[src/inc/ttc_regs.svh]
`ifndef TTC_REGS_SVH
`define TTC_REGS_SVH
// ----------------------------------------
// Register byte addresses
// ----------------------------------------
`define TTC_A_MODE   8'h00
`define TTC_A_FLAGS  8'h04
`define TTC_A_T2AUX  8'h08
`define TTC_A_T2CTL  8'h0C
`define TTC_A_TL0    8'h10
`define TTC_A_TH0    8'h14
`define TTC_A_TL1    8'h18
`define TTC_A_TH1    8'h1C
`define TTC_A_TL2    8'h20
`define TTC_A_TH2    8'h24
`define TTC_A_RCL    8'h28
`define TTC_A_RCH    8'h2C
`define TTC_A_OPT    8'h30
// ----------------------------------------
// Field positions
// ----------------------------------------
`define TTC_B_TF1    7
`define TTC_B_TR1    6
`define TTC_B_TF0    5
`define TTC_B_TR0    4
`define TTC_B_IE1    3
`define TTC_B_IT1    2
`define TTC_B_IE0    1
`define TTC_B_IT0    0
`define TTC_B_TF2    7
`define TTC_B_EXTERNAL_FLAG_2   6
`define TTC_B_RCLK   5
`define TTC_B_SERIAL_TX_CLOCK_SELECT   4
`define TTC_B_EXTERNAL_TRIGGER_ENABLE  3
`define TTC_B_TR2    2
`define TTC_B_CT2    1
`define TTC_B_CPRL   0
`define TTC_B_OE     1
`define TTC_B_DOWN_COUNT_ENABLE   0
`define TTC_B_CYC    0
// ----------------------------------------
// Reset values and timing counts
// ----------------------------------------
`define TTC_RST_BYTE 8'h00
`define TTC_RST_OPT  1'b1
`define TTC_PIN_IDLE 6'h3F
`define TTC_MC_LONG  4'hC
`define TTC_MC_SHORT 4'h6
`endif

[src/inc/ttc_pkg.sv]
package ttc_pkg;
  // Operating modes of timers 0 and 1
  typedef enum logic [1:0] {MODE13, MODE16, MODE8R, MODESPLIT} ttc_mode_t;
  // One timer nibble of the mode register
  typedef struct packed {
    logic      gate;
    logic      count_ev;
    ttc_mode_t mode;
  } ttc_cfg_t;
  // Result of one counting step
  typedef struct packed {
    logic       ovf;
    logic [7:0] tl;
    logic [7:0] th;
  } ttc_res_t;
endpackage

[src/hdl/ttc_top.sv]
`include "ttc_regs.svh"

// Behaviour
// - Timer function counts once per machine cycle
// - Option bit zero six periods, one twelve
// - Counter samples pin, counts high-then-low
// - Gating needs interrupt pin high plus run
// - Source select: cycles zero, pin edges one
// - Modes 13-bit, 16-bit, 8-bit auto-reload
// - Mode three: timer 1 holds, timer 0 splits
// - Overflow flags set, cleared by vector/software
// - Run bits 0/1 software only
// - Edge flags set on edge, cleared when served
// - Type bits pick falling edge or low level
// - Clock-out enable toggles pin on overflow
// - Down enable lets trigger pin set direction
// - Flag 2 on overflow, not in serial clocking
// - External flag 2 on enabled trigger edge
// - External flag 2 interrupts except up/down
// - Serial clock picks timer 2 or timer 1
// - Trigger ignored unless enabled, and in up/down
// - Run bit 2 and source select for timer 2
// - Capture or reload on trigger, reload overflow
// - Serial clocking forces auto-reload on overflow
// - 8-bit mode reloads low from high byte
// - Split high byte uses run 1, flag 1
// - Up/down reloads, toggles external flag 2
// - Clock-out gives half duty, no interrupt
module ttc_top (
  // System
  input  wire logic        clk_sys,
  input  wire logic        nrst,
  // APB slave
  input  wire logic        psel,
  input  wire logic        penable,
  input  wire logic        pwrite,
  input  wire logic [7:0]  paddr,
  input  wire logic [31:0] pwdata,
  output logic      [31:0] prdata_ff,
  output logic             pready_ff,
  output logic             pslverr_ff,
  // Pins: event pins, external interrupt pins, trigger input
  input  wire logic [2:0]  event_pins,
  input  wire logic [1:0]  ext_int_pin_x,
  input  wire logic        trigger_input_pin,
  // Interrupt vector acknowledges from the processor
  input  wire logic [1:0]  vec_ack_timer,
  input  wire logic [1:0]  vec_ack_ext,
  // Requests and derived clocks
  output logic      [1:0]  timer_irq_ff,
  output logic      [1:0]  ext_irq_ff,
  output logic             timer2_irq_ff,
  output logic             ser_rx_clk_ff,
  output logic             ser_tx_clk_ff,
  output logic             clock_out_pin_ff
);

  // ----------------------------------------
  // Functions
  // ----------------------------------------
  // Decode one timer nibble
  function automatic ttc_pkg::ttc_cfg_t t01_cfg(input logic [3:0] nib);
    t01_cfg = ttc_pkg::ttc_cfg_t'(nib);
  endfunction

  // One counting step of timer 0 or 1
  function automatic ttc_pkg::ttc_res_t t01_step(input ttc_pkg::ttc_mode_t md,
                                                 input logic [7:0] tl, input logic [7:0] th);
    ttc_pkg::ttc_res_t r;
    r = '{ovf: 1'b0, tl: tl, th: th};
    unique case (md)
      ttc_pkg::MODE13: begin
        {r.ovf, r.th, r.tl[4:0]} = {1'b0, th, tl[4:0]} + 14'h0001;
      end
      ttc_pkg::MODE16: begin
        {r.ovf, r.th, r.tl} = {1'b0, th, tl} + 17'h0_0001;
      end
      ttc_pkg::MODE8R: begin
        if (tl == 8'hFF) begin
          r.ovf = 1'b1;
          r.tl  = th;
        end else begin
          r.tl = tl + 8'h01;
        end
      end
      ttc_pkg::MODESPLIT: begin
        {r.ovf, r.tl} = {1'b0, tl} + 9'h001;
      end
    endcase
    t01_step = r;
  endfunction

  // ----------------------------------------
  // Declarations
  // ----------------------------------------
  logic [5:0]  s1_ff, s2_ff, s3_ff, pin_ff, pin_prev_ff;
  logic [3:0]  mc_cnt_ff;
  logic        mc_tick_ff;
  logic [2:0]  ev_smp_ff;
  logic [7:0]  mode_ff, tl0_ff, th0_ff, tl1_ff, th1_ff, tl2_ff, th2_ff, rcl_ff, rch_ff;
  logic [1:0]  tf_ff, tr_ff, ie_ff, it_ff, aux_ff;
  logic [5:0]  t2cfg_ff;
  logic        tf2_ff, external_flag_2_ff, opt_ff;
  logic [31:0] rd_data;
  logic        map_ok;
  logic        acc, wr;
  logic [7:0]  wd;
  logic [2:0]  ev_fall;
  logic [1:0]  int_fall;
  logic        trig_fall;
  logic [3:0]  mc_last;
  ttc_pkg::ttc_cfg_t cfg0, cfg1;
  ttc_pkg::ttc_res_t r0, r1;
  logic        split, inc0, inc0h, inc1, ovf0, ovf0h, ovf1;
  logic        brg, arud, up, inc2, ovf2_up, ovf2_dn, ovf2, trig_ev, cap, rld_trig, clkout;
  logic [15:0] t2cnt, rcap, nxt_t2;

  // ----------------------------------------
  // Pin synchronisers
  // ----------------------------------------
  // Three stages; a level is accepted once stages two and three agree
  always_ff @(posedge clk_sys) begin
    if (!nrst) begin
      s1_ff       <= `TTC_PIN_IDLE;
      s2_ff       <= `TTC_PIN_IDLE;
      s3_ff       <= `TTC_PIN_IDLE;
      pin_ff      <= `TTC_PIN_IDLE;
      pin_prev_ff <= `TTC_PIN_IDLE;
    end else begin
      s1_ff       <= {trigger_input_pin, event_pins, ext_int_pin_x};
      s2_ff       <= s1_ff;
      s3_ff       <= s2_ff;
      pin_ff      <= (s2_ff & s3_ff) | (pin_ff & (s2_ff ^ s3_ff));
      pin_prev_ff <= pin_ff;
    end
  end

  assign int_fall  = pin_prev_ff[1:0] & ~pin_ff[1:0];
  assign trig_fall = pin_prev_ff[5] & ~pin_ff[5];

  // ----------------------------------------
  // Machine cycle
  // ----------------------------------------
  assign mc_last = (opt_ff ? `TTC_MC_LONG : `TTC_MC_SHORT) - 4'h1;

  // Prescaler; a cycle-mode change takes effect at once, on the count in progress
  always_ff @(posedge clk_sys) begin
    if (!nrst) begin
      mc_cnt_ff  <= 4'h0;
      mc_tick_ff <= 1'b0;
    end else begin
      mc_cnt_ff  <= (mc_cnt_ff >= mc_last) ? 4'h0 : mc_cnt_ff + 4'h1;
      mc_tick_ff <= (mc_cnt_ff >= mc_last);
    end
  end

  // Event pins sampled once per machine cycle
  always_ff @(posedge clk_sys) begin
    if (!nrst) begin
      ev_smp_ff <= 3'h7;
    end else if (mc_tick_ff) begin
      ev_smp_ff <= pin_ff[4:2];
    end
  end

  // Pin phases shorter than a machine cycle may be missed
  assign ev_fall = {3{mc_tick_ff}} & ev_smp_ff & ~pin_ff[4:2];

  // ----------------------------------------
  // APB slave
  // ----------------------------------------
  assign acc = psel & penable & pready_ff;
  assign wr  = acc & pwrite & map_ok;
  assign wd  = pwdata[7:0];

  // Read mux and address decode
  always_comb begin
    rd_data = 32'h0000_0000;
    map_ok  = (paddr[1:0] == 2'b00);
    unique case ({paddr[7:2], 2'b00})
      `TTC_A_MODE:  rd_data[7:0] = mode_ff;
      `TTC_A_FLAGS: rd_data[7:0] = {tf_ff[1], tr_ff[1], tf_ff[0], tr_ff[0],
                                    ie_ff[1], it_ff[1], ie_ff[0], it_ff[0]};
      `TTC_A_T2AUX: rd_data[1:0] = aux_ff;
      `TTC_A_T2CTL: rd_data[7:0] = {tf2_ff, external_flag_2_ff, t2cfg_ff};
      `TTC_A_TL0:   rd_data[7:0] = tl0_ff;
      `TTC_A_TH0:   rd_data[7:0] = th0_ff;
      `TTC_A_TL1:   rd_data[7:0] = tl1_ff;
      `TTC_A_TH1:   rd_data[7:0] = th1_ff;
      `TTC_A_TL2:   rd_data[7:0] = tl2_ff;
      `TTC_A_TH2:   rd_data[7:0] = th2_ff;
      `TTC_A_RCL:   rd_data[7:0] = rcl_ff;
      `TTC_A_RCH:   rd_data[7:0] = rch_ff;
      `TTC_A_OPT:   rd_data[0]   = opt_ff;
      default:      map_ok       = 1'b0;
    endcase
  end

  // One wait state: pready rises in the second access cycle
  always_ff @(posedge clk_sys) begin
    if (!nrst) begin
      pready_ff  <= 1'b0;
      prdata_ff  <= 32'h0000_0000;
      pslverr_ff <= 1'b0;
    end else begin
      pready_ff  <= psel & penable & ~pready_ff;
      prdata_ff  <= (map_ok & ~pwrite) ? rd_data : 32'h0000_0000;
      pslverr_ff <= psel & penable & ~pready_ff & ~map_ok;
    end
  end

  // ----------------------------------------
  // Configuration registers
  // ----------------------------------------
  // Run and type bits change only by software
  always_ff @(posedge clk_sys) begin
    if (!nrst) begin
      mode_ff  <= `TTC_RST_BYTE;
      tr_ff    <= 2'b00;
      it_ff    <= 2'b00;
      aux_ff   <= 2'b00;
      t2cfg_ff <= 6'h00;
      opt_ff   <= `TTC_RST_OPT;
    end else if (wr) begin
      if (paddr == `TTC_A_MODE)  mode_ff  <= wd;
      if (paddr == `TTC_A_FLAGS) tr_ff    <= {wd[`TTC_B_TR1], wd[`TTC_B_TR0]};
      if (paddr == `TTC_A_FLAGS) it_ff    <= {wd[`TTC_B_IT1], wd[`TTC_B_IT0]};
      if (paddr == `TTC_A_T2AUX) aux_ff   <= {wd[`TTC_B_OE], wd[`TTC_B_DOWN_COUNT_ENABLE]};
      if (paddr == `TTC_A_T2CTL) t2cfg_ff <= wd[`TTC_B_RCLK:`TTC_B_CPRL];
      if (paddr == `TTC_A_OPT)   opt_ff   <= wd[`TTC_B_CYC];
    end
  end

  // ----------------------------------------
  // Timers 0 and 1
  // ----------------------------------------
  assign cfg0  = t01_cfg(mode_ff[3:0]);
  assign cfg1  = t01_cfg(mode_ff[7:4]);
  assign split = (cfg0.mode == ttc_pkg::MODESPLIT);
  assign r0    = t01_step(cfg0.mode, tl0_ff, th0_ff);
  assign r1    = t01_step(cfg1.mode, tl1_ff, th1_ff);

  // Enables: run bit, optional pin gate, then cycle or pin edge
  assign inc0  = tr_ff[0] & (~cfg0.gate | pin_ff[0])
               & (cfg0.count_ev ? ev_fall[0] : mc_tick_ff);
  assign inc1  = tr_ff[1] & (~cfg1.gate | pin_ff[1]) & (cfg1.mode != ttc_pkg::MODESPLIT)
               & (cfg1.count_ev ? ev_fall[1] : mc_tick_ff);
  assign inc0h = split & tr_ff[1] & mc_tick_ff;
  assign ovf0  = inc0 & r0.ovf;
  assign ovf0h = inc0h & (th0_ff == 8'hFF);
  assign ovf1  = inc1 & r1.ovf;

  // Software writes take precedence over counting
  always_ff @(posedge clk_sys) begin
    if (!nrst) begin
      tl0_ff <= `TTC_RST_BYTE;
      th0_ff <= `TTC_RST_BYTE;
    end else begin
      if (wr && paddr == `TTC_A_TL0) tl0_ff <= wd;
      else if (inc0)                 tl0_ff <= r0.tl;
      if (wr && paddr == `TTC_A_TH0) th0_ff <= wd;
      else if (inc0h)                th0_ff <= th0_ff + 8'h01;
      else if (inc0 && !split)       th0_ff <= r0.th;
    end
  end

  always_ff @(posedge clk_sys) begin
    if (!nrst) begin
      tl1_ff <= `TTC_RST_BYTE;
      th1_ff <= `TTC_RST_BYTE;
    end else begin
      if (wr && paddr == `TTC_A_TL1) tl1_ff <= wd;
      else if (inc1)                 tl1_ff <= r1.tl;
      if (wr && paddr == `TTC_A_TH1) th1_ff <= wd;
      else if (inc1)                 th1_ff <= r1.th;
    end
  end

  // Overflow flags: hardware set wins over a clear in the same cycle
  always_ff @(posedge clk_sys) begin
    if (!nrst) begin
      tf_ff <= 2'b00;
    end else begin
      tf_ff[0] <= ovf0 | ((wr && paddr == `TTC_A_FLAGS) ? wd[`TTC_B_TF0]
                                                       : tf_ff[0] & ~vec_ack_timer[0]);
      tf_ff[1] <= (split ? ovf0h : ovf1)
                | ((wr && paddr == `TTC_A_FLAGS) ? wd[`TTC_B_TF1]
                                                 : tf_ff[1] & ~vec_ack_timer[1]);
    end
  end

  // ----------------------------------------
  // External interrupt flags
  // ----------------------------------------
  // Edge type latches; level type follows the pin so the source owns it
  always_ff @(posedge clk_sys) begin
    if (!nrst) begin
      ie_ff <= 2'b00;
    end else begin
      for (int i = 0; i < 2; i++) begin
        if (it_ff[i]) begin
          ie_ff[i] <= int_fall[i]
                    | ((wr && paddr == `TTC_A_FLAGS) ? wd[`TTC_B_IE0 + 2 * i]
                                                     : ie_ff[i] & ~vec_ack_ext[i]);
        end else begin
          ie_ff[i] <= ~pin_ff[i];
        end
      end
    end
  end

  // ----------------------------------------
  // Timer 2
  // ----------------------------------------
  assign brg      = t2cfg_ff[`TTC_B_RCLK] | t2cfg_ff[`TTC_B_SERIAL_TX_CLOCK_SELECT];
  assign arud     = aux_ff[`TTC_B_DOWN_COUNT_ENABLE] & ~t2cfg_ff[`TTC_B_CPRL] & ~brg;
  assign up       = ~arud | pin_ff[5];
  assign clkout   = aux_ff[`TTC_B_OE] & ~t2cfg_ff[`TTC_B_CT2];
  assign t2cnt    = {th2_ff, tl2_ff};
  assign rcap     = {rch_ff, rcl_ff};
  assign inc2     = t2cfg_ff[`TTC_B_TR2]
                  & (t2cfg_ff[`TTC_B_CT2] ? ev_fall[2] : mc_tick_ff);
  assign ovf2_up  = inc2 & up & (t2cnt == 16'hFFFF);
  assign ovf2_dn  = inc2 & ~up & (t2cnt == rcap);
  assign ovf2     = ovf2_up | ovf2_dn;
  // Trigger edges only count when enabled; in up/down they steer direction
  assign trig_ev  = t2cfg_ff[`TTC_B_EXTERNAL_TRIGGER_ENABLE] & trig_fall & ~arud;
  assign cap      = trig_ev & t2cfg_ff[`TTC_B_CPRL] & ~brg;
  assign rld_trig = trig_ev & ~t2cfg_ff[`TTC_B_CPRL] & ~brg;

  // Next count: trigger reload, then overflow loads, then step
  always_comb begin
    nxt_t2 = t2cnt;
    if (rld_trig) begin
      nxt_t2 = rcap;
    end else if (ovf2_dn) begin
      nxt_t2 = 16'hFFFF;
    end else if (ovf2_up && (brg || !t2cfg_ff[`TTC_B_CPRL])) begin
      nxt_t2 = rcap;
    end else if (inc2) begin
      nxt_t2 = up ? t2cnt + 16'h0001 : t2cnt - 16'h0001;
    end
  end

  always_ff @(posedge clk_sys) begin
    if (!nrst) begin
      tl2_ff <= `TTC_RST_BYTE;
      th2_ff <= `TTC_RST_BYTE;
    end else begin
      tl2_ff <= (wr && paddr == `TTC_A_TL2) ? wd : nxt_t2[7:0];
      th2_ff <= (wr && paddr == `TTC_A_TH2) ? wd : nxt_t2[15:8];
    end
  end

  // Capture has priority over a software write to the pair
  always_ff @(posedge clk_sys) begin
    if (!nrst) begin
      rcl_ff <= `TTC_RST_BYTE;
      rch_ff <= `TTC_RST_BYTE;
    end else if (cap) begin
      rcl_ff <= tl2_ff;
      rch_ff <= th2_ff;
    end else begin
      if (wr && paddr == `TTC_A_RCL) rcl_ff <= wd;
      if (wr && paddr == `TTC_A_RCH) rch_ff <= wd;
    end
  end

  // Timer 2 flags; software clears them, an up/down overflow toggles the external flag
  always_ff @(posedge clk_sys) begin
    if (!nrst) begin
      tf2_ff  <= 1'b0;
      external_flag_2_ff <= 1'b0;
    end else begin
      tf2_ff  <= (ovf2 & ~brg & ~clkout)
               | ((wr && paddr == `TTC_A_T2CTL) ? wd[`TTC_B_TF2] : tf2_ff);
      if (arud && ovf2) begin
        external_flag_2_ff <= ~external_flag_2_ff;
      end else begin
        external_flag_2_ff <= trig_ev
                 | ((wr && paddr == `TTC_A_T2CTL) ? wd[`TTC_B_EXTERNAL_FLAG_2] : external_flag_2_ff);
      end
    end
  end

  // ----------------------------------------
  // Outputs
  // ----------------------------------------
  // Registered requests, serial clock pulses and clock-out toggle
  always_ff @(posedge clk_sys) begin
    if (!nrst) begin
      timer_irq_ff     <= 2'b00;
      ext_irq_ff       <= 2'b00;
      timer2_irq_ff    <= 1'b0;
      ser_rx_clk_ff    <= 1'b0;
      ser_tx_clk_ff    <= 1'b0;
      clock_out_pin_ff <= 1'b0;
    end else begin
      timer_irq_ff     <= tf_ff;
      ext_irq_ff       <= ie_ff;
      timer2_irq_ff    <= tf2_ff | (external_flag_2_ff & ~arud);
      ser_rx_clk_ff    <= t2cfg_ff[`TTC_B_RCLK] ? ovf2 : ovf1;
      ser_tx_clk_ff    <= t2cfg_ff[`TTC_B_SERIAL_TX_CLOCK_SELECT] ? ovf2 : ovf1;
      if (aux_ff[`TTC_B_OE] && ovf2) begin
        clock_out_pin_ff <= ~clock_out_pin_ff;
      end
    end
  end

endmodule

[config.mk]
export PLATFORM = sky130hd
export DESIGN_NAME = ttc_top
export DESIGN_NICKNAME = d
export VERILOG_FILES = /design/src/inc/ttc_pkg.sv /design/src/hdl/ttc_top.sv
export VERILOG_INCLUDE_DIRS = /design/src /design/src/inc
export SDC_FILE = /design/constraint.sdc
export NUM_CORES = 1
export LEC_CHECK = 0
export BUFFER_PORTS_ARGS = -buffer_cell sky130_fd_sc_hd__buf_4
export CORE_MARGIN = 3
export CORE_UTILIZATION = 55
export CTS_BUF_LIST = sky130_fd_sc_hd__clkbuf_4 sky130_fd_sc_hd__clkbuf_8
export DETAILED_ROUTE_END_ITERATION = 7
export PLACE_DENSITY = 0.81
export SYNTH_ARGS = -nofsm -noshare
export SYNTH_HDL_FRONTEND = slang
export SYNTH_SLANG_ARGS = --single-unit
[constraint.sdc]
create_clock -name clk_sys -period 2.3 [get_ports clk_sys]
set_input_delay 0.46 -clock clk_sys [delete_from_list [all_inputs] [get_ports clk_sys]]
set_output_delay 0.46 -clock clk_sys [all_outputs]
set_load 0.03 [all_outputs]
==> impl_metrics.csv <==
group,metric,value,unit
routing,routedWlPerCell,20.6,um
sta,hold_viol_final,0,
synth,synth_top_family_by_area,"simple AND/OR/NAND/NOR gates",
placement,dp_hpwl,20.1,mm
synth,yosys.area_share.simple,22.3,%
power_and_ir_drop,power_density,465,mW/mm^2
routing,wl,28.4,mm
cts,clk_latency,0.47,ns
power_and_ir_drop,power.leakage,0.00403,uW
global_routing,grt_pass1_vias,8026,
synth,synthXorXnorAreaFrac,4.95,%
sta,drv_slew,0,
sta,setup_viol_count_final,1,
synth,muxShareOfSynthArea,9.01,%
die,rows,45,
power_and_ir_drop,clock_power_share,40.1,%
cts,numCtsBuffers,17,
sta,rsz0062_at_grt,"true",
worst_setup_path,crit_end,"th2_ff[6]",
worst_setup_path,required,2.65,ns
global_routing,gr-total-overflow,0,
sta,worstMarginPinSlew,0.701,ns
synth,synth_compound_gate_area_share,21.2,%
die,pin_count,97,
die,start_util,57.1,%
cts,hold_buffers,0,
cts,htree_levels,4,
die,die_h,133,um
power_and_ir_drop,power_frac_seq,52.3,%
synth,synthFlopType,"dfxtp_1",
power_and_ir_drop,ir_drop,580,uV
synth,synth-edff-count,0,
die,fp.dieArea,0.0176,sq mm
worst_setup_path,worst-path-max-fanout,4,
routing,dr.pass1.iters,5,
routing,drt_iter0_markers,1449,
worst_setup_path,r2r_cells,9,
final_layout,syn2layout_area_growth,18.0,%
worst_setup_path,cp.arrival,2.68,ns
cts,cts_root_buffer,"clkbuf_8",
power_and_ir_drop,combPwrFrac,7.6,%
synth,synthTopCellsByCount,"144 x dfxtp_1, 87 x nand2_1, 84 x nor2_1, 60 x o21ai_0",
status,violations,"setup timing",
status,status,"complete, but fails checks",
synth,synthArstFlopShare,0,%
routing,via_per_inst,6.46,
cts,clk_pin_slew,0.08,ns
synth,netlist_top_cells_area,"dfxtp_1 33%, mux2i_1 5.3%, nand2_1 3.7%",
global_routing,grt_max_degree,37,
die,core_area,0.0155,sq mm
hold_path,min_path_type,"input port to register",
final_layout,layout-drive-gt1-share,22.3,%
worst_setup_path,r2r_end,"th2_ff[6]",
placement,gp_congestion,1.07,
run,cap_violations,0,
synth,avgSynthCellArea,8.37,sq um
cts,cts_tree,"built",
power_and_ir_drop,internal_power,3540,uW
synth,yosysMostFrequentCell,"dfxtp_1",
cts,cts_sinks,144,
sta,clock_skew,0.0141,ns
placement,place_area,0.00993,sq mm
die,die_w,133,um
routing,drt_drc_violations_left,0,
synth,netlist.area_leader.share,32.6,%
worst_setup_path,cp-end-kind,"register",
synth,synth_fa_ha_area_share,3.11,%
sta,period_share,101,%
sta,fin_tns_setup,-0.0260,ns
sta,period_minus_slack,2.33,ns
placement,portBuffers,48,
final_layout,final_cells,1377,
power_and_ir_drop,power.switching,1310,uW
worst_setup_path,r2r_slack,-0.03,ns
worst_setup_path,crit_type,"register to register",
worst_setup_path,critPathLaunchType,"register",
placement,dp_cells,1340,
sta,slew_headroom,53.1,%
synth,synth_area_leader_cell,"dfxtp_1",
synth,synth-seq-cells,144,
final_layout,final_area,0.0104,sq mm
cts,cts_buffer_depth,2,
global_routing,antenna_found_initial,0,
synth,synth-seq-area-share,32.6,%
global_routing,grt_pass1_wl,44.2,mm
final_layout,num_antenna_cells,0,
final_layout,nNetsFinal,1230,
worst_setup_path,r2r_start,"t2cfg_ff[0]",
power_and_ir_drop,swShare,27.0,%
routing,via_count,8901,
sta,fmax,430,MHz
worst_setup_path,startpoint,"t2cfg_ff[0]",
synth,yosys_warnings,0,
synth,yosysUniqueCellTypes,78,
synth,syn_inst,1057,
synth,netlist_area,0.00884,sq mm
sta,fin_ws,-0.0260,ns
global_routing,grt_usage,31.6,%
routing,drt.antenna.violating_nets,0,
[cells in the final DEF, fill, tap and decap left out, types with 14 or more instances in the layout]
cell type	instances
nand3_1	32
nand4_1	15
a22oi_1	22
a211oi_1	22
buf_4	154
and3_1	19
nand2_1	86
nor2_1	84
xnor2_1	27
o21ai_0	58
mux2i_1	47
dfxtp_1	142
a21oi_1	59
nor3_1	18
nor4_1	14
inv_1	22
conb_1	24
clkbuf_8	19
nand2b_1	28
ha_1	19
xor2_1	23
[final cells by class]
class | count | area (sq um)
multi-input cells | 811 | 5630
fillers | 1266 | 5050
flip-flops and latches | 144 | 2890
repair buffers | 156 | 1200
well taps | 211 | 264
clock buffers | 19 | 262
clock inverters | 13 | 111
inverters | 23 | 86.3
[state kept, by name (all words and copies together) (netlist names), 3 cells and up]
signal / flops
rcl_ff: 8
pin_prev_ff: 3
mode_ff: 8
s2_ff: 6
th2_ff: 8
rch_ff: 8
th1_ff: 8
tl2_ff: 8
prdata_ff: 8
s3_ff: 6
tl0_ff: 8
th0_ff: 8
t2cfg_ff: 6
ev_smp_ff: 3
pin_ff: 6
tl1_ff: 8
s1_ff: 6
mc_cnt_ff: 4
[critical path, stage by stage (launching register included)]
cell and delay (ns):
dfxtp_2 0.36, nor4b_4 0.33, nand2_2 0.10, xnor2_1 0.15, ha_2 0.22, or3_4 0.40
o32ai_4 0.23, xnor2_1 0.14, and3_1 0.19, o22ai_1 0.08
[metrics by stage]
step,util (%),worst slack (ns),total power (uW),hold slack [ns]
CTS,66.6,0.0150,4860,0.148
finish,67.4,-0.0260,4850,0.172
floorplan,-,-0.131,2840,0.386
global route,67.4,-0.130,5000,0.156
detailed placement,64.1,-0.0653,2950,0.393
global placement,64.1,-0.0391,2940,0.388
[cell families (layout without fill, tap and decap cells)]
logic type               count (synthesis)  after routing
AND/OR/NAND/NOR                        375            375
AO/OA/AOI/OAI                          275            275
flip-flops                             144            144
buffers and inverters                  125            211
multiplexers                            65             65
XOR/XNOR                                50             50
adder cells (fa/ha/maj)                 22             22
other                                    1             24
[routing by layer]
layer / GRT usage, % / wire, um / vias up
met2: 45.2 / 12100 / 637
li1: - / - / 4032
met4: 14.4 / 1350 / 0
met1: 44.4 / 11600 / 4121
met3: 8.29 / 3360 / 111
met5: 0 / 0 / -
[timing repair]
item                                    in CTS  in global routing
pin swaps                                    1                  7
setup buffers                                0                  5
gates resized for setup                      3                 17
endpoints found under the setup margin       9                 18
[how the worst min path moves through the flow]
stage / start / to / slack, ns / cells past startpoint
final: event_pins[2] / s1_ff[4] / 0.17 / 2
after global routing: event_pins[1] / s1_ff[3] / 0.16 / 2
after CTS: event_pins[2] / s1_ff[4] / 0.15 / 2
after detailed placement: s1_ff[4] / s2_ff[4] / 0.39 / 1
after global placement: s1_ff[5] / s2_ff[5] / 0.39 / 1
after floorplan: s1_ff[0] / s2_ff[0] / 0.39 / 1
[power by group through the flow]
stage / registers [uW] / clock network (uW) / logic (uW)
after floorplan: 2590 / 0 / 252
after global placement: 2590 / 0 / 350
after detailed placement: 2600 / 0 / 357
after CTS: 2540 / 1960 / 359
after global routing: 2540 / 2070 / 386
final: 2540 / 1950 / 368
Power figures use the tool's default switching activity.
